## src/core/lpc_pkg.sv

```systemverilog
// Constants and types shared by the low-power clock controller.
// Assumes a single 40 MHz controller clock.
package lpc_pkg;
   // Controller clock period
   localparam int CLK_PERIOD_NS = 25;
   // Oscillator start-up time after the halt level
   localparam int OSC_SETTLE_NS = 1000;
   // PLL lock time once the oscillator runs
   localparam int PLL_LOCK_NS   = 10000;
   // Least times round up to whole cycles
   localparam int OSC_CYC = (OSC_SETTLE_NS + CLK_PERIOD_NS - 1) / CLK_PERIOD_NS;
   localparam int PLL_CYC = (PLL_LOCK_NS + CLK_PERIOD_NS - 1) / CLK_PERIOD_NS;
   // Width of the settle counter
   localparam int CNT_W = 10;

   // Low-power select field values, taken from bits [13:12]
   localparam logic [1:0] SEL_LIGHT = 2'h0;
   localparam logic [1:0] SEL_DEEP  = 2'h1;
   localparam int         SEL_HALT_BIT = 1;
   // Select field position inside the system control register
   localparam int SEL_MSB = 13;
   localparam int SEL_LSB = 12;

   // Peripheral clock enable bit positions
   localparam int PER_ADC  = 0;
   localparam int PER_SER  = 1;
   localparam int PER_SPI  = 2;
   localparam int PER_CAN  = 3;
   localparam int PER_EVT_B = 4;
   localparam int PER_EVT_A = 5;
   localparam int PER_N    = 6;
   localparam logic [PER_N-1:0] PER_RESET = 6'h00;

   // Controller states
   typedef enum logic [2:0] {
      ST_RUN, ST_LIGHT, ST_DEEP, ST_HALT, ST_OSC, ST_PLL, ST_SYS
   } lpc_state_t;

   // Clock and power enables driven to the clock tree
   typedef struct packed {
      logic cpu;    // CPU clock domain
      logic sys;    // System domain and cpu_clock_output
      logic wdog;   // watchdog_clock
      logic pll;    // PLL running
      logic osc;    // Oscillator running
      logic flash;  // Flash power
   } lpc_pwr_t;

   // Wake sources
   typedef struct packed {
      logic periph;   // Peripheral interrupt
      logic wakeup;   // Wakeup interrupt, alive in deep sleep
      logic ext;      // External interrupt pin
      logic protect;  // power_drive_protect_input pin
   } lpc_wake_t;

   localparam lpc_pwr_t PWR_ALL_ON = 6'h3f;
endpackage

```

## src/core/lpc_sync.sv

```systemverilog
// Two-stage synchroniser for asynchronous pins.
// Assumes the reset given is already synchronous to clk.
`timescale 1ns/100ps
`default_nettype none
module lpc_sync #(
   parameter int W = 1
) (
   input  wire logic         clk,
   input  wire logic         rst_n,
   input  wire logic [W-1:0] d,
   output logic      [W-1:0] q
);
   // First stage, read only by the second
   logic [W-1:0] meta_q;

   // Two flops, cleared by reset
   always_ff @(posedge clk or negedge rst_n) begin
      if (!rst_n) begin
         meta_q <= '0;
         q      <= '0;
      end else begin
         meta_q <= d;
         q      <= meta_q;
      end
   end
endmodule
`default_nettype wire

```

## src/core/lpc_ctrl.sv

```systemverilog
// Low-power mode and clock-gating controller.
// Assumes clock gates downstream latch these enables glitch-free.
//
// Notes on behaviour
// - Light sleep stops CPU clocks, clock output runs
// - Reset or interrupt ends light or deep sleep; light ignores the wakeup interrupt, deep ignores the peripheral interrupt
// - Separate CPU and system clock domains
// - Select bits 13:12 pick sleep depth
// - Light level stops only CPU domain
// - Deep level stops CPU and system
// - Halt adds oscillator, watchdog, PLL and flash off
// - Halt: all off, protect/reset exit
// - Peripheral clock enables, off at reset
`timescale 1ns/100ps
`default_nettype none
module lpc_ctrl #(
   parameter int OSC_CYCLES = lpc_pkg::OSC_CYC,
   parameter int PLL_CYCLES = lpc_pkg::PLL_CYC
) (
   input  wire logic                       CLK,
   input  wire logic                       RST_N,
   input  wire logic                       SLEEP_REQ,
   input  wire logic [1:0]                 LOW_POWER_SEL,
   input  wire lpc_pkg::lpc_wake_t         WAKE,
   input  wire logic                       PER_EN_WR,
   input  wire logic [lpc_pkg::PER_N-1:0]  PER_EN_DATA,
   output lpc_pkg::lpc_pwr_t               PWR,
   output logic [lpc_pkg::PER_N-1:0]       PER_CLK_EN,
   output logic                            ASLEEP
);
   import lpc_pkg::*;

   // Counts the logic cannot serve
   if (OSC_CYCLES < 1 || OSC_CYCLES >= 2**CNT_W ||
       PLL_CYCLES < 1 || PLL_CYCLES >= 2**CNT_W) begin : g_chk
      $error("settle counts out of range");
   end

   logic [1:0]        rst_q;        // Reset release chain
   logic              rst_n_s;      // Synchronised reset
   logic              ext_s;        // Synchronised external irq
   logic              prot_s;       // Synchronised protect pin
   lpc_state_t        state_q;      // Current level
   lpc_state_t        state_d;      // Next level
   logic [CNT_W-1:0]  cnt_q;        // Settle counter
   logic              cnt_done;     // Counter reached zero
   logic [PER_N-1:0]  per_en_q;     // Software peripheral enables
   lpc_pwr_t          pwr_d;        // Enables for the next state

   // Reset asserts at once, releases after two edges
   always_ff @(posedge CLK or negedge RST_N) begin
      if (!RST_N) begin
         rst_q <= 2'h0;
      end else begin
         rst_q <= {rst_q[0], 1'b1};
      end
   end
   assign rst_n_s = rst_q[1];

   // Pins come from outside the clock domain
   lpc_sync #(.W(2)) u_sync (
      .clk   (CLK),
      .rst_n (rst_n_s),
      .d     ({WAKE.ext, WAKE.protect}),
      .q     ({ext_s, prot_s})
   );

   assign cnt_done = (cnt_q == '0);

   // Level sequencing
   always_comb begin
      state_d = state_q;
      unique case (state_q)
         ST_RUN: begin
            if (SLEEP_REQ) begin
               if (LOW_POWER_SEL[SEL_HALT_BIT]) begin
                  state_d = ST_HALT;
               end else if (LOW_POWER_SEL == SEL_DEEP) begin
                  state_d = ST_DEEP;
               end else begin
                  state_d = ST_LIGHT;
               end
            end
         end
         ST_LIGHT: begin
            if (WAKE.periph || ext_s || prot_s) begin
               state_d = ST_RUN;
            end
         end
         ST_DEEP: begin
            if (WAKE.wakeup || ext_s || prot_s) begin
               state_d = ST_SYS;
            end
         end
         ST_HALT: begin
            if (prot_s) begin
               state_d = ST_OSC;
            end
         end
         ST_OSC: begin
            if (cnt_done) begin
               state_d = ST_PLL;
            end
         end
         ST_PLL: begin
            if (cnt_done) begin
               state_d = ST_SYS;
            end
         end
         ST_SYS: begin
            // system opens a cycle before CPU
            state_d = ST_RUN;
         end
      endcase
   end

   // Enables belonging to each level
   always_comb begin
      pwr_d = PWR_ALL_ON;
      unique case (state_d)
         ST_RUN: begin
            pwr_d = PWR_ALL_ON;
         end
         ST_LIGHT: begin
            pwr_d.cpu = 1'b0;
         end
         ST_DEEP: begin
            pwr_d.cpu = 1'b0;
            pwr_d.sys = 1'b0;
         end
         ST_HALT: begin
            // deep plus oscillator, watchdog, PLL and flash off
            pwr_d = '0;
         end
         ST_OSC: begin
            // Oscillator and flash come back first
            pwr_d = '0;
            pwr_d.osc   = 1'b1;
            pwr_d.flash = 1'b1;
         end
         ST_PLL: begin
            // PLL added, domains still closed
            pwr_d = '0;
            pwr_d.osc   = 1'b1;
            pwr_d.flash = 1'b1;
            pwr_d.pll   = 1'b1;
         end
         ST_SYS: begin
            pwr_d.cpu = 1'b0;
         end
      endcase
   end

   // State register
   always_ff @(posedge CLK or negedge rst_n_s) begin
      if (!rst_n_s) begin
         state_q <= ST_RUN;
      end else begin
         state_q <= state_d;
      end
   end

   // settle counter loaded on each wait entry
   always_ff @(posedge CLK or negedge rst_n_s) begin
      if (!rst_n_s) begin
         cnt_q <= '0;
      end else if (state_q == ST_HALT) begin
         cnt_q <= CNT_W'(OSC_CYCLES - 1);
      end else if (state_q == ST_OSC && cnt_done) begin
         cnt_q <= CNT_W'(PLL_CYCLES - 1);
      end else if (!cnt_done) begin
         cnt_q <= cnt_q - 1'b1;
      end
   end

   always_ff @(posedge CLK or negedge rst_n_s) begin
      if (!rst_n_s) begin
         per_en_q <= PER_RESET;
      end else if (PER_EN_WR) begin
         per_en_q <= PER_EN_DATA;
      end
   end

   // Outputs straight from flops; peripheral clocks follow system domain
   always_ff @(posedge CLK or negedge rst_n_s) begin
      if (!rst_n_s) begin
         PWR        <= PWR_ALL_ON;
         PER_CLK_EN <= PER_RESET;
         ASLEEP     <= 1'b0;
      end else begin
         PWR        <= pwr_d;
         PER_CLK_EN <= per_en_q & {PER_N{pwr_d.sys}};
         ASLEEP     <= (state_d != ST_RUN);
      end
   end
endmodule
`default_nettype wire

```

## config.mk

```make
export PLATFORM = sky130hd
export DESIGN_NAME = lpc_ctrl
export DESIGN_NICKNAME = d
export VERILOG_FILES = /design/src/core/lpc_pkg.sv /design/src/core/lpc_sync.sv /design/src/core/lpc_ctrl.sv
export SDC_FILE = /design/constraint.sdc
export NUM_CORES = 1
export LEC_CHECK = 0
export BUFFER_PORTS_ARGS = -buffer_cell sky130_fd_sc_hd__buf_4
export CAP_MARGIN = 5
export CELL_PAD_IN_SITES_DETAIL_PLACEMENT = 0
export CELL_PAD_IN_SITES_GLOBAL_PLACEMENT = 1
export CORE_MARGIN = 3
export CORE_UTILIZATION = 45
export CTS_CLUSTER_SIZE = 25
export DETAILED_ROUTE_END_ITERATION = 10
export MAX_ROUTING_LAYER = met4
export PLACE_DENSITY_LB_ADDON = 0.1
export REMOVE_ABC_BUFFERS = 1
export SETUP_SLACK_MARGIN = 0.1
export SLEW_MARGIN = 15
export SYNTH_ARGS = -nofsm -noshare
export SYNTH_HDL_FRONTEND = slang
export SYNTH_SLANG_ARGS = --single-unit
```

## constraint.sdc

```tcl
create_clock -name CLK -period 2.3 [get_ports CLK]
set_input_delay 0.115 -clock CLK [delete_from_list [all_inputs] [get_ports CLK]]
set_output_delay 0.115 -clock CLK [all_outputs]
set_load 0.005 [all_outputs]
```

==> impl_metrics.json, run 1 <==
{
  "ys_warn_count": 0,
  "ir_drop_mv": 0.734,
  "slowest_delay_ns": 0.60,
  "cts_root_buffer": "clkbuf_4",
  "rrSetupSlack_ns": 0.22,
  "syn_area_um2": 1560,
  "vias_per_cell": 5.04,
  "worstPathArrival_ns": 2.28,
  "fin_skew_ns": 0.0119,
  "cts_made_buffers": 5,
  "cts.clk_slew.worst_paths_ns": 0.11,
  "layout_common_cells": "34 x buf_4, 32 x dfrtp_1, 11 x nor2_1",
  "synth_edf_count": 0,
  "hold_path.class": "input pin to flip-flop",
  "power.leakage_nw": 0.913,
  "layout-drive-gt1-share_pct": 30.1,
  "path_cells": "or4_1, or4_1, nor3_1, xnor2_1, nor3_1",
  "layout.nets": 199,
  "hold_viol_final": 0,
  "min_from": "PER_EN_WR",
  "sw_frac_of_total_pct": 34.5,
  "antenna_cells": 0,
  "combPwrFrac_pct": 39.0,
  "clockPowerShare_pct": 17.3,
  "power_density_nw_per_um2": 1240,
  "critPathKind": "flip-flop to flip-flop",
  "track_usage_pct": 16.5,
  "start_kind": "flip-flop",
  "end_kind": "flip-flop",
  "crit_required_ns": 2.50,
  "yosysTopAreaCellShare_pct": 51.4,
  "gr-total-overflow": 0,
  "postCtsResizedCells": 0,
  "pin_count": 29,
  "period_needed_ns": 2.08,
  "die_w_um": 64.9,
  "core-area_um2": 3180,
  "drt_iter0_markers": 72,
  "clockBufferDepth": 2,
  "first_global_vias": 1165,
  "worstPathMaxFanout": 5,
  "critPathTopFamily": "simple AND/OR/NAND/NOR gates",
  "wl_mm": 3.04,
  "final_common_cell": "buf_4",
  "synthTopCellsByArea": "dfrtp_1 51%, dfstp_2 8.4%, mux2_2 4.3%",
  "synthCells": 137,
  "cts_post_setup_buffers_inserted": 0,
  "place_hpwl_mm": 2.14,
  "multi_input_area_um2": 582,
  "initial_utilization_pct": 49.1,
  "fin_util_pct": 63.5,
  "min_path_cells": 2,
  "post_synth.cell_area_avg_um2": 11.4,
  "pwr-share-seq_pct": 43.7,
  "synth_top_cell_by_area": "dfrtp_1",
  "ys.flop_type": "dfrtp_1",
  "async_reset_ff_share_pct": 100,
  "power_switching_uw": 863,
  "area_growth_pct": 29.5,
  "ys_seq_elements": 37,
  "die_h_um": 64.9,
  "setup_viol": 0,
  "fmax_mhz": 481,
  "ant_nets": 0,
  "grt_max_degree": 36,
  "place.gp.congestion": 0.891,
  "clock-sinks": 37,
  "htreeDepth": 2,
  "crit_buf_inv": 0,
  "grt_pass1_wl_mm": 5.11,
  "reg2reg_depth": 5,
  "antenna_found_initial": 0,
  "first_pass_iters": 4,
  "fin_crit_sh_pct": 90.3,
  "num_rows": 20,
  "drc_errors": 0,
  "intPower_mw": 1.64,
  "port_buffers": 28,
  "wl_per_cell_um": 13.4,
  "r2r-start": "cnt_q[2]",
  "clock_latency_ns": 0.33,
  "setup_tns_ns": 0,
  "relSlewSlack_pct": 66.4,
  "post_synth_num_cell_types": 39,
  "synth-seq-area-share_pct": 59.8,
  "r2r-end": "cnt_q[9]",
  "slowest_stage": "or4_1",
  "maxCapViolCount": 0,
  "hold_buffers": 9,
  "status": "finished clean",
  "cts_tree": "yes",
  "tightest_slew_ns": 0.501,
  "num_vias": 1143,
  "nFillCells": 270,
  "fp.dieArea_um2": 4210,
  "register_area_um2": 932,
  "finalMaxSlewViolations": 0,
  "rsz0062_at_grt": "no",
  "holdPathEnd": "per_en_q[4]"
}
[per-stage QoR]
step | std cells | instance area, um2 | setup slack [ns] | total power, mW | hold slack, ns
final | 227 | 2020 | 0.222 | 2.50 | 0.0850
after detailed placement | 209 | 1840 | 0.268 | 2.08 | -0.100
after global routing | 227 | 2020 | 0.106 | 2.70 | 0.0634
after floorplan | 131 | 1530 | 0.180 | 1.66 | -0.181
after CTS | 226 | 2010 | 0.225 | 2.52 | 0.00285
after global placement | 209 | 1840 | 0.268 | 2.04 | -0.103
[cell usage after synthesis (2+ instances only)]
cell type	instances
dfrtp_1	32
nor2_1	11
nand2_1	10
and2_1	7
a21oi_1	6
mux2_2	6
nor3_1	6
clkbuf_1	5
dfstp_2	5
inv_1	5
o21ai_0	5
nand3_1	3
xnor2_1	3
a211oi_1	2
a31oi_1	2
mux2i_1	2
nand2b_1	2
o31ai_1	2
or3_1	2
or4_1	2
[power by group through the flow]
| stage | Combinational [mW] | Sequential, mW | Clock, mW |
|---|---|---|---|
| 3_5_place_dp | 0.970 | 1.10 | 0 |
| 4_1_cts | 0.987 | 1.09 | 0.443 |
| 3_3_place_gp | 0.946 | 1.09 | 0 |
| 5_1_grt | 1.10 | 1.12 | 0.473 |
| 2_1_floorplan | 0.579 | 1.09 | 0 |
| 6_report | 0.976 | 1.09 | 0.432 |
[registers in the layout, indices dropped and copies added, names as in the netlist]
name           cells
u_sync.q           2
cnt_q             10
PER_CLK_EN         6
per_en_q           6
rst_q              2
state_q            3
u_sync.meta_q      2
PWR                5
ASLEEP             1
[layout make-up]
cell class / count / share of cell area (%)
sequential: 37 / 46.2
multi-input combinational: 89 / 28.8
timing repair buffer: 44 / 17.6
tap: 44 / 2.73
clock buffer: 6 / 2.04
clock inverter: 2 / 1.73
inverter: 5 / 0.929
[layer usage]
layer | track usage (%) | vias up | part of all wire, %
met5 | - | - | 0
met3 | 3.64 | 5 | 3.5
met4 | 7.92 | 0 | 1.3
met2 | 26.6 | 22 | 52
met1 | 19.6 | 550 | 43
li1 | - | 566 | -
[kinds of logic after synthesis]
kind of cell             after synthesis  share of synthesized area, %
AND/OR/NAND/NOR                       50                          17.7
flip-flops                            37                          59.8
AO/OA/AOI/OAI                         25                          10.7
buffers and inverters                 11                          2.89
multiplexers                           8                          5.62
XOR/XNOR                               4                          2.25
adder cells (fa/ha/maj)                1                         0.802
other                                  1                         0.241
[worst max path at each step]
stage                  start       endpoint  slack [ns]  cells past startpoint
floorplan           cnt_q[0]  PER_CLK_EN[0]        0.18                      7
global placement    cnt_q[2]       cnt_q[9]        0.27                      5
detailed placement  cnt_q[0]         ASLEEP        0.27                      9
CTS                 cnt_q[2]       cnt_q[9]        0.23                      5
global route        cnt_q[0]         PWR[2]        0.11                      9
finish              cnt_q[2]       cnt_q[9]        0.22                      5
Power figures use the tool's default switching activity.
==> inputs of run 2 (changes only) <==
BUFFER_PORTS_ARGS = not set   (was -buffer_cell sky130_fd_sc_hd__buf_4)
DONT_BUFFER_PORTS = 1   (was not set)
GPL_TIMING_DRIVEN = 0   (was not set)
==> impl_metrics.json, run 2 (same netlist as run 1, synthesis figures left out) <==
{
  "status": "finished clean",
  "cts_tree": "yes",
  "wl_per_cell_um": 15.7,
  "rrSetupSlack_ns": 0.24,
  "initial_utilization_pct": 49.1,
  "p_total_mw": 2.47,
  "wl_mm": 3.22,
  "drt_iter0_markers": 84,
  "area_growth_pct": 23.4,
  "hold_slack_ns": 0.0991,
  "setup_tns_ns": 0,
  "num_rows": 20,
  "port_buffers": 0,
  "gr-total-overflow": 0,
  "instances_no_fill": 205,
  "relSlewSlack_pct": 50.8,
  "tightest_slew_ns": 0.737,
  "setup_slack_ns": 0.241,
  "worstPathMaxFanout": 6,
  "cts_root_buffer": "clkbuf_4",
  "layout_common_cells": "31 x dfrtp_1, 18 x dlygate4sd3_1, 11 x nor2_1",
  "clockBufferDepth": 2,
  "end_kind": "flip-flop",
  "clock-sinks": 37,
  "hold_viol_final": 0,
  "fin_skew_ns": 0.00775,
  "htreeDepth": 2,
  "period_needed_ns": 2.06,
  "place_hpwl_mm": 2.00,
  "antenna_cells": 0,
  "die_w_um": 64.9,
  "maxCapViolCount": 0,
  "dp_cells": 175,
  "fin_crit_sh_pct": 89.5,
  "layout.nets": 177,
  "layout-drive-gt1-share_pct": 20.5,
  "fp.dieArea_um2": 4210,
  "crit_required_ns": 2.57,
  "ir_drop_mv": 0.671,
  "critPathKind": "flip-flop to flip-flop",
  "fmax_mhz": 486,
  "num_vias": 1107,
  "top_register": "cnt_q",
  "reg.largest.list": "cnt_q: 10 flops, PER_CLK_EN: 6 flops, per_en_q: 6 flops",
  "grt_max_degree": 36,
  "track_usage_pct": 17.7,
  "die_h_um": 64.9,
  "largest_reg_flops": 10,
  "vias_per_cell": 5.40,
  "power_density_nw_per_um2": 1290,
  "hold_path.class": "input pin to flip-flop",
  "finalMaxSlewViolations": 0,
  "clock_latency_ns": 0.34,
  "antenna_found_initial": 0,
  "final_common_cell": "dfrtp_1",
  "place.gp.congestion": 0.755,
  "power.leakage_nw": 0.811,
  "core-area_um2": 3180,
  "rsz0062_at_grt": "no",
  "start_kind": "flip-flop",
  "worstPathArrival_ns": 2.33,
  "setup_viol": 0,
  "cts_made_buffers": 5,
  "first_global_vias": 1120,
  "pin_count": 29,
  "drc_errors": 0,
  "preCtsSetupSlack_ns": -0.358,
  "first_pass_iters": 4,
  "grt_pass1_wl_mm": 5.31,
  "ant_nets": 0,
  "cts.clk_slew.worst_paths_ns": 0.11
}
## run 2: layout make-up
cell class                 count  area (um2)
clock buffer                   6        41.3
tap                           44        55.1
inverter                       5        18.8
multi-input combinational     89         627
fill                         291        1250
clock inverter                 2        38.8
timing repair buffer          22         210
sequential                    37         933
## run 2: routing by layer
layer	routed length (um)	vias up	track usage (%)
met1	1360	559	20.1
li1	-	521	-
met4	45	0	6.33
met2	1710	22	29.0
met3	109	5	6.07
met5	0	-	-
## run 2: power breakdown
group / leakage [nW] / switching [mW] / internal [mW] / total (mW)
sequential: 0.440 / 0.236 / 0.902 / 1.14
clock: 0.0424 / 0.214 / 0.231 / 0.445
combinational: 0.329 / 0.443 / 0.447 / 0.890
## run 2: worst max-delay path, cell delays in order, from the launching register on
cell and delay [ns]:
dfrtp_1 0.44, inv_2 0.09, ha_4 0.13, nor3b_4 0.29
nand4_1 0.15, a222oi_1 0.35, buf_4 0.19, buf_4 0.13
and2_4 0.15, a21oi_1 0.07
## run 2: what timing repair did
| item | in CTS | in global routing |
|---|---|---|
| hold buffers | 18 | 0 |
| hold endpoints to repair | 12 | 0 |
| setup endpoints to repair | 12 | 12 |
| pin swaps | 1 | 3 |
| gates resized for setup | 3 | 6 |
| buffers inserted | 2 | 2 |
## run 2: stage by stage
stage	area (um2)	util [%]
finish	1920	60.6
global placement	1590	50.0
floorplan	1530	-
global route	1920	60.6
detailed placement	1590	50.0
CTS	1880	59.2
## run 2: path summary, 6_finish.rpt
kind | from | end | cells past startpoint
min in group asynchronous | rst_q[1] | cnt_q[1] | 0
hold reg to reg | rst_q[1] | cnt_q[1] | 0
setup reg to reg | cnt_q[0] | PWR[3] | 9
max in group asynchronous | rst_q[1] | state_q[1] | 0
hold / removal | SLEEP_REQ | state_q[0] | 3
setup / recovery | cnt_q[0] | PWR[3] | 9
